<file path="src/hdl/fsc_filter_regs.vh">
// constants for the setup filter configuration block
`ifndef FSC_FILTER_REGS_VH
`define FSC_FILTER_REGS_VH

// register map
`define FSC_ADDR_FILTER_CFG 6'h28
`define FSC_RST_FILTER_CFG 16'h0500
`define FSC_RD_UNMAPPED 16'h0000

// field positions
`define FSC_DIRECT_BIT 15
`define FSC_RSV_HI_MSB 14
`define FSC_RSV_HI_LSB 12
`define FSC_PF_EN_BIT 11
`define FSC_PF_CHOICE_MSB 10
`define FSC_PF_CHOICE_LSB 8
`define FSC_RSV_LO_BIT 7
`define FSC_ORDER_MSB 6
`define FSC_ORDER_LSB 5
`define FSC_RATE_MSB 4
`define FSC_RATE_LSB 0
`define FSC_RATIO_MSB 14

// writable bits per mapping
`define FSC_NORMAL_WMASK 16'h8F7F
`define FSC_DIRECT_WMASK 16'hFFFF

// filter order codes
`define FSC_ORDER_SINC5_SINC1 2'h0
`define FSC_ORDER_SINC3 2'h3

// post-filter codes
`define FSC_PF_27 3'h2
`define FSC_PF_21 3'h3
`define FSC_PF_20 3'h5
`define FSC_PF_16 3'h6

// timing: clock, settling in us, rates in centi-SPS
`define FSC_CLK_HZ 40000000
`define FSC_CLK_MHZ 40
`define FSC_SETTLE_27_US 36700
`define FSC_SETTLE_21_US 40000
`define FSC_SETTLE_20_US 50000
`define FSC_SETTLE_16_US 60000
`define FSC_RATE_27_CSPS 2700
`define FSC_RATE_21_CSPS 2125
`define FSC_RATE_20_CSPS 2000
`define FSC_RATE_16_CSPS 1667
`define FSC_CSPS_PER_SPS 100

// modulator tick divider and direct-mode scaling
`define FSC_MOD_DIV 6'd40
`define FSC_DIRECT_MUL 24'd32
`define FSC_SINC3_SETTLE_WORDS 3
`define FSC_PLAIN_WORD_CYC 8000

`endif

</file>
<file path="src/hdl/fsc_filter_cfg.v">
// setup 0 filter configuration register and conversion pacing
// Notes on behaviour
// - 16-bit filter config register at 0x28, reset value 0x0500.
// - any write aborts the conversion and restarts from first channel.
// - bit 15 set turns bits 14..0 into a sinc3 decimation ratio.
// - in direct mode order, post-filter and rate fields are ignored.
// - direct single-channel word rate is modulator rate over 32 times ratio.
// - bits 14..12 reserved, read-only, reset zero; host writes zeros.
// - bit 7 reserved, read-only, reset zero; host writes zero.
// - bit 11 switches the mains post-filter on or off, reset zero.
// - post-filter acts only while order field is 00; host sets that.
// - bits 10..8 choose the mains post-filter, reset 0x5.
// - code 010: 27 SPS, 47 dB, 36.7 ms settling.
// - code 011: 21.25 SPS, 62 dB, 40 ms settling.
// - code 101: 20 SPS, 86 dB, 50 ms settling.
// - code 110: 16.67 SPS, 92 dB, 60 ms settling.
// - bits 6..5 set the digital filter order, reset zero.
// - order 00 is sinc5 plus sinc1; order 11 is sinc3.
// - bits 4..0 select output data rate, reset zero.
`timescale 1ns/1ps
`default_nettype none
`include "fsc_filter_regs.vh"

module fsc_filter_cfg #(
  // divides every post-filter count; 1 keeps the real pace
  parameter [31:0] TIME_DIV = 32'd1,
  parameter [31:0] PLAIN_WORD_CYC = `FSC_PLAIN_WORD_CYC
) (
  // clock and reset
  input wire core_clk,
  input wire rst_n,
  // register access from the serial port
  input wire [5:0] reg_addr,
  input wire reg_wr_en,
  input wire [15:0] reg_wdata,
  input wire reg_rd_en,
  output wire [15:0] reg_rdata,
  // conversion control
  output wire conv_restart,
  output wire word_ready,
  output wire conv_settled,
  // decoded filter setup
  output wire direct_decimation_select,
  output wire [14:0] decim_ratio,
  output wire order_sinc5_sinc1,
  output wire order_sinc3,
  output wire mains_postfilter_on,
  output wire [2:0] mains_postfilter_choice,
  output wire [4:0] output_rate_field
);

  // conversion phases
  localparam [1:0] ST_RESTART = 2'h0;
  localparam [1:0] ST_SETTLE = 2'h1;
  localparam [1:0] ST_RUN = 2'h2;

  // post-filter settling and word periods in core cycles
  localparam [31:0] SETTLE_27_CYC = `FSC_SETTLE_27_US * `FSC_CLK_MHZ / TIME_DIV;
  localparam [31:0] SETTLE_21_CYC = `FSC_SETTLE_21_US * `FSC_CLK_MHZ / TIME_DIV;
  localparam [31:0] SETTLE_20_CYC = `FSC_SETTLE_20_US * `FSC_CLK_MHZ / TIME_DIV;
  localparam [31:0] SETTLE_16_CYC = `FSC_SETTLE_16_US * `FSC_CLK_MHZ / TIME_DIV;
  localparam [63:0] WORD_27_CYC =
    64'd`FSC_CLK_HZ * `FSC_CSPS_PER_SPS / `FSC_RATE_27_CSPS / TIME_DIV;
  localparam [63:0] WORD_21_CYC =
    64'd`FSC_CLK_HZ * `FSC_CSPS_PER_SPS / `FSC_RATE_21_CSPS / TIME_DIV;
  localparam [63:0] WORD_20_CYC =
    64'd`FSC_CLK_HZ * `FSC_CSPS_PER_SPS / `FSC_RATE_20_CSPS / TIME_DIV;
  localparam [63:0] WORD_16_CYC =
    64'd`FSC_CLK_HZ * `FSC_CSPS_PER_SPS / `FSC_RATE_16_CSPS / TIME_DIV;

  // settling and word period, post-filter paced, in core cycles
  function [23:0] pf_settle;
    input [2:0] code;
    begin
      case (code)
        `FSC_PF_27: pf_settle = SETTLE_27_CYC[23:0];
        `FSC_PF_21: pf_settle = SETTLE_21_CYC[23:0];
        `FSC_PF_20: pf_settle = SETTLE_20_CYC[23:0];
        `FSC_PF_16: pf_settle = SETTLE_16_CYC[23:0];
        default: pf_settle = 24'h000000;
      endcase
    end
  endfunction

  function [23:0] pf_word;
    input [2:0] code;
    begin
      case (code)
        `FSC_PF_27: pf_word = WORD_27_CYC[23:0];
        `FSC_PF_21: pf_word = WORD_21_CYC[23:0];
        `FSC_PF_20: pf_word = WORD_20_CYC[23:0];
        `FSC_PF_16: pf_word = WORD_16_CYC[23:0];
        default: pf_word = 24'h000000;
      endcase
    end
  endfunction

  // direct mode ticks per word, scaled by a word count
  function [23:0] direct_ticks;
    input [14:0] ratio;
    input [1:0] words;
    reg [23:0] one;
    begin
      one = {9'h000, ratio} * `FSC_DIRECT_MUL;
      direct_ticks = one * {22'h000000, words};
    end
  endfunction

  // register and pacing state
  reg [15:0] cfg_r;
  reg [15:0] cfg_nxt;
  reg [15:0] rdata_r;
  reg [1:0] st_r;
  reg [1:0] st_nxt;
  reg restart_r;
  reg word_r;
  reg settled_r;
  reg [5:0] mod_cnt_r;
  reg mod_tick_r;
  reg direct_r;
  reg [14:0] ratio_r;
  reg sinc51_r;
  reg sinc3_r;
  reg pf_on_r;
  reg [2:0] pf_choice_r;
  reg [4:0] rate_r;
  reg [23:0] target;
  reg timer_tick;
  wire cfg_wr;
  wire cfg_rd;
  wire timer_hit;
  wire [15:0] wmask;
  wire pf_live;
  wire in_direct;

  assign cfg_wr = reg_wr_en && (reg_addr == `FSC_ADDR_FILTER_CFG);
  assign cfg_rd = reg_rd_en && (reg_addr == `FSC_ADDR_FILTER_CFG);
  assign in_direct = cfg_r[`FSC_DIRECT_BIT];

  // mapping follows the bit 15 being written, so a direct write
  // keeps all ratio bits while a normal write masks reserved bits
  assign wmask = reg_wdata[`FSC_DIRECT_BIT] ? `FSC_DIRECT_WMASK
                                            : `FSC_NORMAL_WMASK;

  // post-filter only when enabled, order 00 and not direct
  assign pf_live = cfg_r[`FSC_PF_EN_BIT] && !in_direct &&
    (cfg_r[`FSC_ORDER_MSB:`FSC_ORDER_LSB] == `FSC_ORDER_SINC5_SINC1);

  // next register value on a write
  always @* begin
    cfg_nxt = cfg_r;
    if (cfg_wr) begin
      cfg_nxt = reg_wdata & wmask;
    end
  end

  // configuration register
  always @(posedge core_clk or negedge rst_n) begin
    if (!rst_n) begin
      cfg_r <= `FSC_RST_FILTER_CFG;
    end else begin
      cfg_r <= cfg_nxt;
    end
  end

  // read data, captured on the read strobe
  always @(posedge core_clk or negedge rst_n) begin
    if (!rst_n) begin
      rdata_r <= 16'h0000;
    end else if (reg_rd_en) begin
      if (cfg_rd) begin
        rdata_r <= cfg_r;
      end else begin
        rdata_r <= `FSC_RD_UNMAPPED;
      end
    end
  end

  // modulator tick divider; direct mode counts these ticks
  always @(posedge core_clk or negedge rst_n) begin
    if (!rst_n) begin
      mod_cnt_r <= 6'h00;
      mod_tick_r <= 1'b0;
    end else if (mod_cnt_r == (`FSC_MOD_DIV - 6'd1)) begin
      mod_cnt_r <= 6'h00;
      mod_tick_r <= 1'b1;
    end else begin
      mod_cnt_r <= mod_cnt_r + 6'h01;
      mod_tick_r <= 1'b0;
    end
  end

  // timer target per mode and phase
  always @* begin
    target = 24'h000000;
    timer_tick = 1'b1;
    if (in_direct) begin
      timer_tick = mod_tick_r;
      if (st_r == ST_SETTLE) begin
        target = direct_ticks(cfg_r[`FSC_RATIO_MSB:0],
                              2'd`FSC_SINC3_SETTLE_WORDS);
      end else begin
        target = direct_ticks(cfg_r[`FSC_RATIO_MSB:0], 2'd1);
      end
    end else if (pf_live) begin
      if (st_r == ST_SETTLE) begin
        target = pf_settle(cfg_r[`FSC_PF_CHOICE_MSB:`FSC_PF_CHOICE_LSB]);
      end else begin
        target = pf_word(cfg_r[`FSC_PF_CHOICE_MSB:`FSC_PF_CHOICE_LSB]);
      end
    end else begin
      // plain rate table lives elsewhere; fixed pace stands in here
      target = PLAIN_WORD_CYC[23:0];
    end
  end

  // pacing timer, cleared on every restart
  fsc_word_timer u_timer (
    .core_clk(core_clk),
    .rst_n(rst_n),
    .clear(cfg_wr || (st_r == ST_RESTART)),
    .tick(timer_tick),
    .target(target),
    .hit_r(timer_hit)
  );

  // phase sequencing; a write wins over any timer hit
  always @* begin
    st_nxt = st_r;
    case (st_r)
      ST_RESTART: st_nxt = ST_SETTLE;
      ST_SETTLE: begin
        if (timer_hit) begin
          st_nxt = ST_RUN;
        end
      end
      ST_RUN: st_nxt = ST_RUN;
      default: st_nxt = ST_RESTART;
    endcase
    if (cfg_wr) begin
      st_nxt = ST_RESTART;
    end
  end

  // phase register and conversion strobes
  always @(posedge core_clk or negedge rst_n) begin
    if (!rst_n) begin
      st_r <= ST_RESTART;
      restart_r <= 1'b0;
      word_r <= 1'b0;
      settled_r <= 1'b0;
    end else begin
      st_r <= st_nxt;
      restart_r <= cfg_wr;
      word_r <= timer_hit && !cfg_wr;
      if (cfg_wr) begin
        settled_r <= 1'b0;
      end else if (timer_hit && (st_r == ST_SETTLE)) begin
        settled_r <= 1'b1;
      end
    end
  end

  // decoded setup, registered so outputs come from flops
  always @(posedge core_clk or negedge rst_n) begin
    if (!rst_n) begin
      direct_r <= 1'b0;
      ratio_r <= 15'h0000;
      sinc51_r <= 1'b1;
      sinc3_r <= 1'b0;
      pf_on_r <= 1'b0;
      pf_choice_r <= 3'h5;
      rate_r <= 5'h00;
    end else begin
      direct_r <= in_direct;
      ratio_r <= in_direct ? cfg_r[`FSC_RATIO_MSB:0] : 15'h0000;
      sinc51_r <= !in_direct &&
        (cfg_r[`FSC_ORDER_MSB:`FSC_ORDER_LSB] == `FSC_ORDER_SINC5_SINC1);
      sinc3_r <= in_direct ||
        (cfg_r[`FSC_ORDER_MSB:`FSC_ORDER_LSB] == `FSC_ORDER_SINC3);
      pf_on_r <= pf_live;
      pf_choice_r <= cfg_r[`FSC_PF_CHOICE_MSB:`FSC_PF_CHOICE_LSB];
      rate_r <= in_direct ? 5'h00
                          : cfg_r[`FSC_RATE_MSB:`FSC_RATE_LSB];
    end
  end

  // outputs straight from flops
  assign reg_rdata = rdata_r;
  assign conv_restart = restart_r;
  assign word_ready = word_r;
  assign conv_settled = settled_r;
  assign direct_decimation_select = direct_r;
  assign decim_ratio = ratio_r;
  assign order_sinc5_sinc1 = sinc51_r;
  assign order_sinc3 = sinc3_r;
  assign mains_postfilter_on = pf_on_r;
  assign mains_postfilter_choice = pf_choice_r;
  assign output_rate_field = rate_r;

endmodule

`default_nettype wire

</file>
<file path="src/hdl/fsc_word_timer.v">
// output word timer: counts ticks up to a target, pulses on reach
`timescale 1ns/1ps
`default_nettype none

module fsc_word_timer (
  // clock and reset
  input wire core_clk,
  input wire rst_n,
  // control
  input wire clear,
  input wire tick,
  input wire [23:0] target,
  // result
  output reg hit_r
);

  reg [23:0] cnt_r;
  wire [23:0] cnt_inc;

  assign cnt_inc = cnt_r + 24'h000001;

  // zero target parks the timer, so undefined settings give no words
  always @(posedge core_clk or negedge rst_n) begin
    if (!rst_n) begin
      cnt_r <= 24'h000000;
      hit_r <= 1'b0;
    end else if (clear) begin
      cnt_r <= 24'h000000;
      hit_r <= 1'b0;
    end else if (tick && (target != 24'h000000)) begin
      if (cnt_inc >= target) begin
        cnt_r <= 24'h000000;
        hit_r <= 1'b1;
      end else begin
        cnt_r <= cnt_inc;
        hit_r <= 1'b0;
      end
    end else begin
      hit_r <= 1'b0;
    end
  end

endmodule

`default_nettype wire

</file>
<file path="config.mk">
export PLATFORM = sky130hd
export DESIGN_NAME = fsc_filter_cfg
export DESIGN_NICKNAME = d
export VERILOG_FILES = /design/src/hdl/fsc_filter_cfg.v /design/src/hdl/fsc_word_timer.v
export VERILOG_INCLUDE_DIRS = /design/src /design/src/hdl
export SDC_FILE = /design/constraint.sdc
export NUM_CORES = 1
export LEC_CHECK = 0
export BUFFER_PORTS_ARGS = -buffer_cell sky130_fd_sc_hd__buf_4
export CAP_MARGIN = 20
export CORE_MARGIN = 3
export CORE_UTILIZATION = 30
export CTS_CLUSTER_SIZE = 25
export DETAILED_ROUTE_END_ITERATION = 10
export RECOVER_POWER = 50
export SLEW_MARGIN = 10
export SYNTH_ARGS = -nofsm -noshare
export SYNTH_HDL_FRONTEND = slang
export SYNTH_HIERARCHICAL = 1
export SYNTH_SLANG_ARGS = --single-unit
</file>
<file path="constraint.sdc">
create_clock -name core_clk -period 5.28 [get_ports core_clk]
set_input_delay 1.056 -clock core_clk [delete_from_list [all_inputs] [get_ports core_clk]]
set_output_delay 1.056 -clock core_clk [all_outputs]
set_load 0.01 [all_outputs]
</file>
==> metrics.log <==
[metrics] status: complete, but fails checks
[metrics] violations in the final reports: capacitance limit, slew limit
[metrics] total negative slack for setup checks: 0 ns
[metrics] maximum clock frequency: 219 MHz
[metrics] number of clock sinks: 96
[metrics] most frequently used flop master after synthesis: dfrtp_1
[metrics] final hold violations: 0
[metrics] largest net degree at the start of global routing: 50
[metrics] post-CTS setup buffer count: 0
[metrics] Post-DRT Antenna Nets: 0
[metrics] clock slew at the register clock pins of the worst setup and hold paths: 0.07 ns
[metrics] Non-Filler Instances: 989
[metrics] area of the mapped netlist: 5950 µm²
[metrics] standard-cell row count: 50
[metrics] ys async rst share: 100%
[metrics] startpoint-to-endpoint class of the critical path: reg2reg
[metrics] placeable core region: 19,100 µm²
[metrics] y dimension of the die: 147 µm
[metrics] max-cap viol count: 1
[metrics] critical path peak fanout: 22
[metrics] post-synthesis cell type with the largest combined area: dfrtp_1
[metrics] via count of the first global-routing pass: 4,913
[metrics] Final nets: 798
[metrics] Pleak: 3.23 nW
[metrics] count of yosys warnings during synthesis: 6
[metrics] slew of the pin with the lowest slew margin: 2.57 ns
[metrics] Hold Buf Count CTS: 0
[metrics] total CTS buffers: 9
[metrics] placed wire-length estimate: 10,900 µm
[metrics] Wirelength per Cell: 15.3 µm
[metrics] global route hottest layer: met2
[metrics] CTS tree: built
[metrics] most instantiated cells after synthesis: dfrtp_1 (91), nand2_1 (71), inv_1 (62), ha_1 (48), o21ai_0 (44)
[metrics] top cells by area in the synthesized netlist: dfrtp_1 (38%), ha_1 (10%), nand2_1 (4.5%)
[metrics] Distinct cells, synth: 69
[metrics] via count normalized by instance count: 4.97
[metrics] routing usage on met1: 19.9%
[metrics] CTS-repair resized insts: 0
[metrics] Die Outline Area: 21,600 µm²
[metrics] met2 Usage GRT: 22.4%
[metrics] width of the die: 147 µm
[metrics] global-route wire length before repair: 25,200 µm
[metrics] Inst Count DP: 971
[metrics] final period utilization: 86.3%
[metrics] R2R Path Start: cfg_r[10]$_DFFE_PN1P_
[metrics] All-Layer GR Usage: 14.3%
[metrics] final count of pins violating max slew: 49
[metrics] Final min period: 4.56 ns
[metrics] DR iter-0 viols: 378
[metrics] Port-buffer cells: 71
[metrics] initial antenna violation count: 0
[metrics] power density over the cells: 339 nW/µm²
[metrics] Total Wirelength: 15,100 µm
[metrics] Worst-Skew Late Latency: 0.35 ns
[metrics] Ports: 72
[metrics] P&R area growth vs syn: 17.6%
[metrics] RR Endpoint: u_timer/cnt_r[16]$_DFFE_PN0P_
[metrics] Remaining Overflow, GRT: 0
[metrics] share of final-layout standard cells stronger than drive strength 1: 13.7%
[metrics] proportion of synthesized chip area in sequential cells: 40.5%
[metrics] Mapped Cells: 653
[metrics] total of endpoints with negative setup slack in the final report: 0
[metrics] number of H-tree levels: 3
[metrics] Slew HR: -71.5%
[metrics] Min Hold Slack: 0.421 ns
[metrics] IR drop worst, VDD: 0.000191 V
[metrics] worst endpoint data arrival time: 4.79 ns
[metrics] data required time at the worst endpoint: 5.51 ns
[metrics] origin of the worst setup path: cfg_r[10]$_DFFE_PN1P_
[metrics] count of flip-flops with a built-in enable after synthesis: 0
[metrics] FF-to-FF setup slack: 0.72 ns
[metrics] fraction of post-synthesis cell area in the top cell type by area: 38.3%
[metrics] r2r worst-path depth: 15
[metrics] Remaining DRCs: 0
[metrics] maximum root-to-sink buffer count: 2
[metrics] met3 Track Usage GR: 3.02%
[metrics] type of the tightest min-delay check: reg2reg
[metrics] endpoint of the most critical setup path: u_timer/cnt_r[16]$_DFFE_PN0P_
[metrics] Initial Util: 31.2%
[metrics] iteration count of the initial detailed-routing pass: 5
[metrics] overall power after layout: 2.38 mW
[metrics] global placement routability congestion: 0.880
[metrics] average instance area after synthesis: 9.12 µm²
[metrics] via total after detailed routing: 4,913
[metrics] clk root buf: clkbuf_16
[metrics] kind of start point of the critical path: register
[metrics] dominant cell by count in the synthesized netlist: dfrtp_1
[metrics] maximum clock skew at final layout: 0.00909 ns
[metrics] flops & latches, synth: 96
[metrics] setup repair after global routing missed its margin: no
[metrics] sort of element at the end of the critical path: register
-- flip-flops by register name (all words and copies together), names as in the netlist, 2 cells and up --
register,flops
mod_cnt_r,6
st_r,2
cfg_r,16
decim_ratio,15
output_rate_field,5
mains_postfilter_choice,3
u_timer/cnt_r,24
reg_rdata,16
-- cell type report --
class | count | area [µm²]
Multi-Input combinational cell | 473 | 3220
Clock buffer | 9 | 225
Sequential cell | 96 | 2410
Clock inverter | 7 | 71.3
Fill cell | 1972 | 12100
Timing Repair Buffer | 78 | 504
Tap cell | 260 | 325
Antenna cell | 1 | 2.50
Inverter | 65 | 244
-- per-stage QoR --
step,cell area (µm²),utilization [%],setup WS (ns)
global route,7000,36.7,0.394
detailed placement,6770,35.5,0.871
finish,7000,36.7,0.722
floorplan,5980,-,1.21
CTS,7070,37.1,0.851
global placement,6770,35.5,0.974
-- critical path: stages, from the launching register on --
cell and delay [ns]:
dfstp_1 0.85, inv_1 0.21, ha_1 0.42, nand4bb_1 0.17, nor2_1 0.05, a211o_1 0.35
a211oi_2 0.30, o21ai_1 0.12, mux2i_1 0.22, inv_1 0.07, ha_1 0.28, nand4_1 0.13
nor4_1 0.52, o311ai_4 0.25, buf_8 0.23, a32o_1 0.26
-- report_power, final --
| group | switching, mW | leakage, nW | internal (mW) |
|---|---|---|---|
| sequential | 0.0671 | 1.25 | 0.807 |
| combinational | 0.523 | 1.84 | 0.315 |
| clock | 0.296 | 0.138 | 0.367 |
-- cells in the final DEF (no fill, tap or decap), types with 5 or more instances in the layout --
cell type	count
nand3_1	36
nand2b_1	5
nor4_1	7
and2_0	6
a32o_1	15
clkbuf_1	23
a21oi_1	34
xor2_1	11
nand2_1	71
mux2i_1	11
nor2_1	41
conb_1	8
ha_1	48
clkbuf_16	9
a31oi_1	10
o21ai_0	44
nor2b_1	12
o21ai_1	5
o211ai_1	6
nand4_1	8
inv_1	63
dfrtp_1	91
xnor2_1	16
buf_4	52
-- logic make-up after synthesis --
| group | after synthesis | synth area share, % |
|---|---|---|
| AO/OA/AOI/OAI | 149 | 16.6 |
| buffers and inverters | 91 | 5.93 |
| multiplexers | 13 | 2.23 |
| flip-flops | 96 | 40.5 |
| XOR/XNOR | 31 | 5.06 |
| other | 1 | 0.0630 |
| adder cells (fa/ha/maj) | 49 | 10.4 |
| AND/OR/NAND/NOR | 223 | 19.2 |
-- routing by layer --
metal	up-vias	wire (µm)
li1	2416	-
met1	2336	7380
met2	140	6740
met3	21	711
met4	0	271
met5	-	0
-- worst min path at each step --
| stage | from | to | slack [ns] | depth (start not counted) |
|---|---|---|---|---|
| 5_1_grt | cfg_r[15]$_DFFE_PN0P_ | order_sinc5_sinc1$_DFF_PN1_ | 0.43 | 1 |
| 3_3_place_gp | cfg_r[8]$_DFFE_PN1P_ | mains_postfilter_choice[0]$_DFF_PN1_ | 0.39 | 0 |
| 4_1_cts | cfg_r[8]$_DFFE_PN1P_ | mains_postfilter_choice[0]$_DFF_PN1_ | 0.41 | 0 |
| 6_report | cfg_r[15]$_DFFE_PN0P_ | order_sinc5_sinc1$_DFF_PN1_ | 0.42 | 1 |
| 3_5_place_dp | cfg_r[8]$_DFFE_PN1P_ | mains_postfilter_choice[0]$_DFF_PN1_ | 0.40 | 0 |
| 2_1_floorplan | cfg_r[8]$_DFFE_PN1P_ | mains_postfilter_choice[0]$_DFF_PN1_ | 0.39 | 0 |
Power figures use the tool's default switching activity.
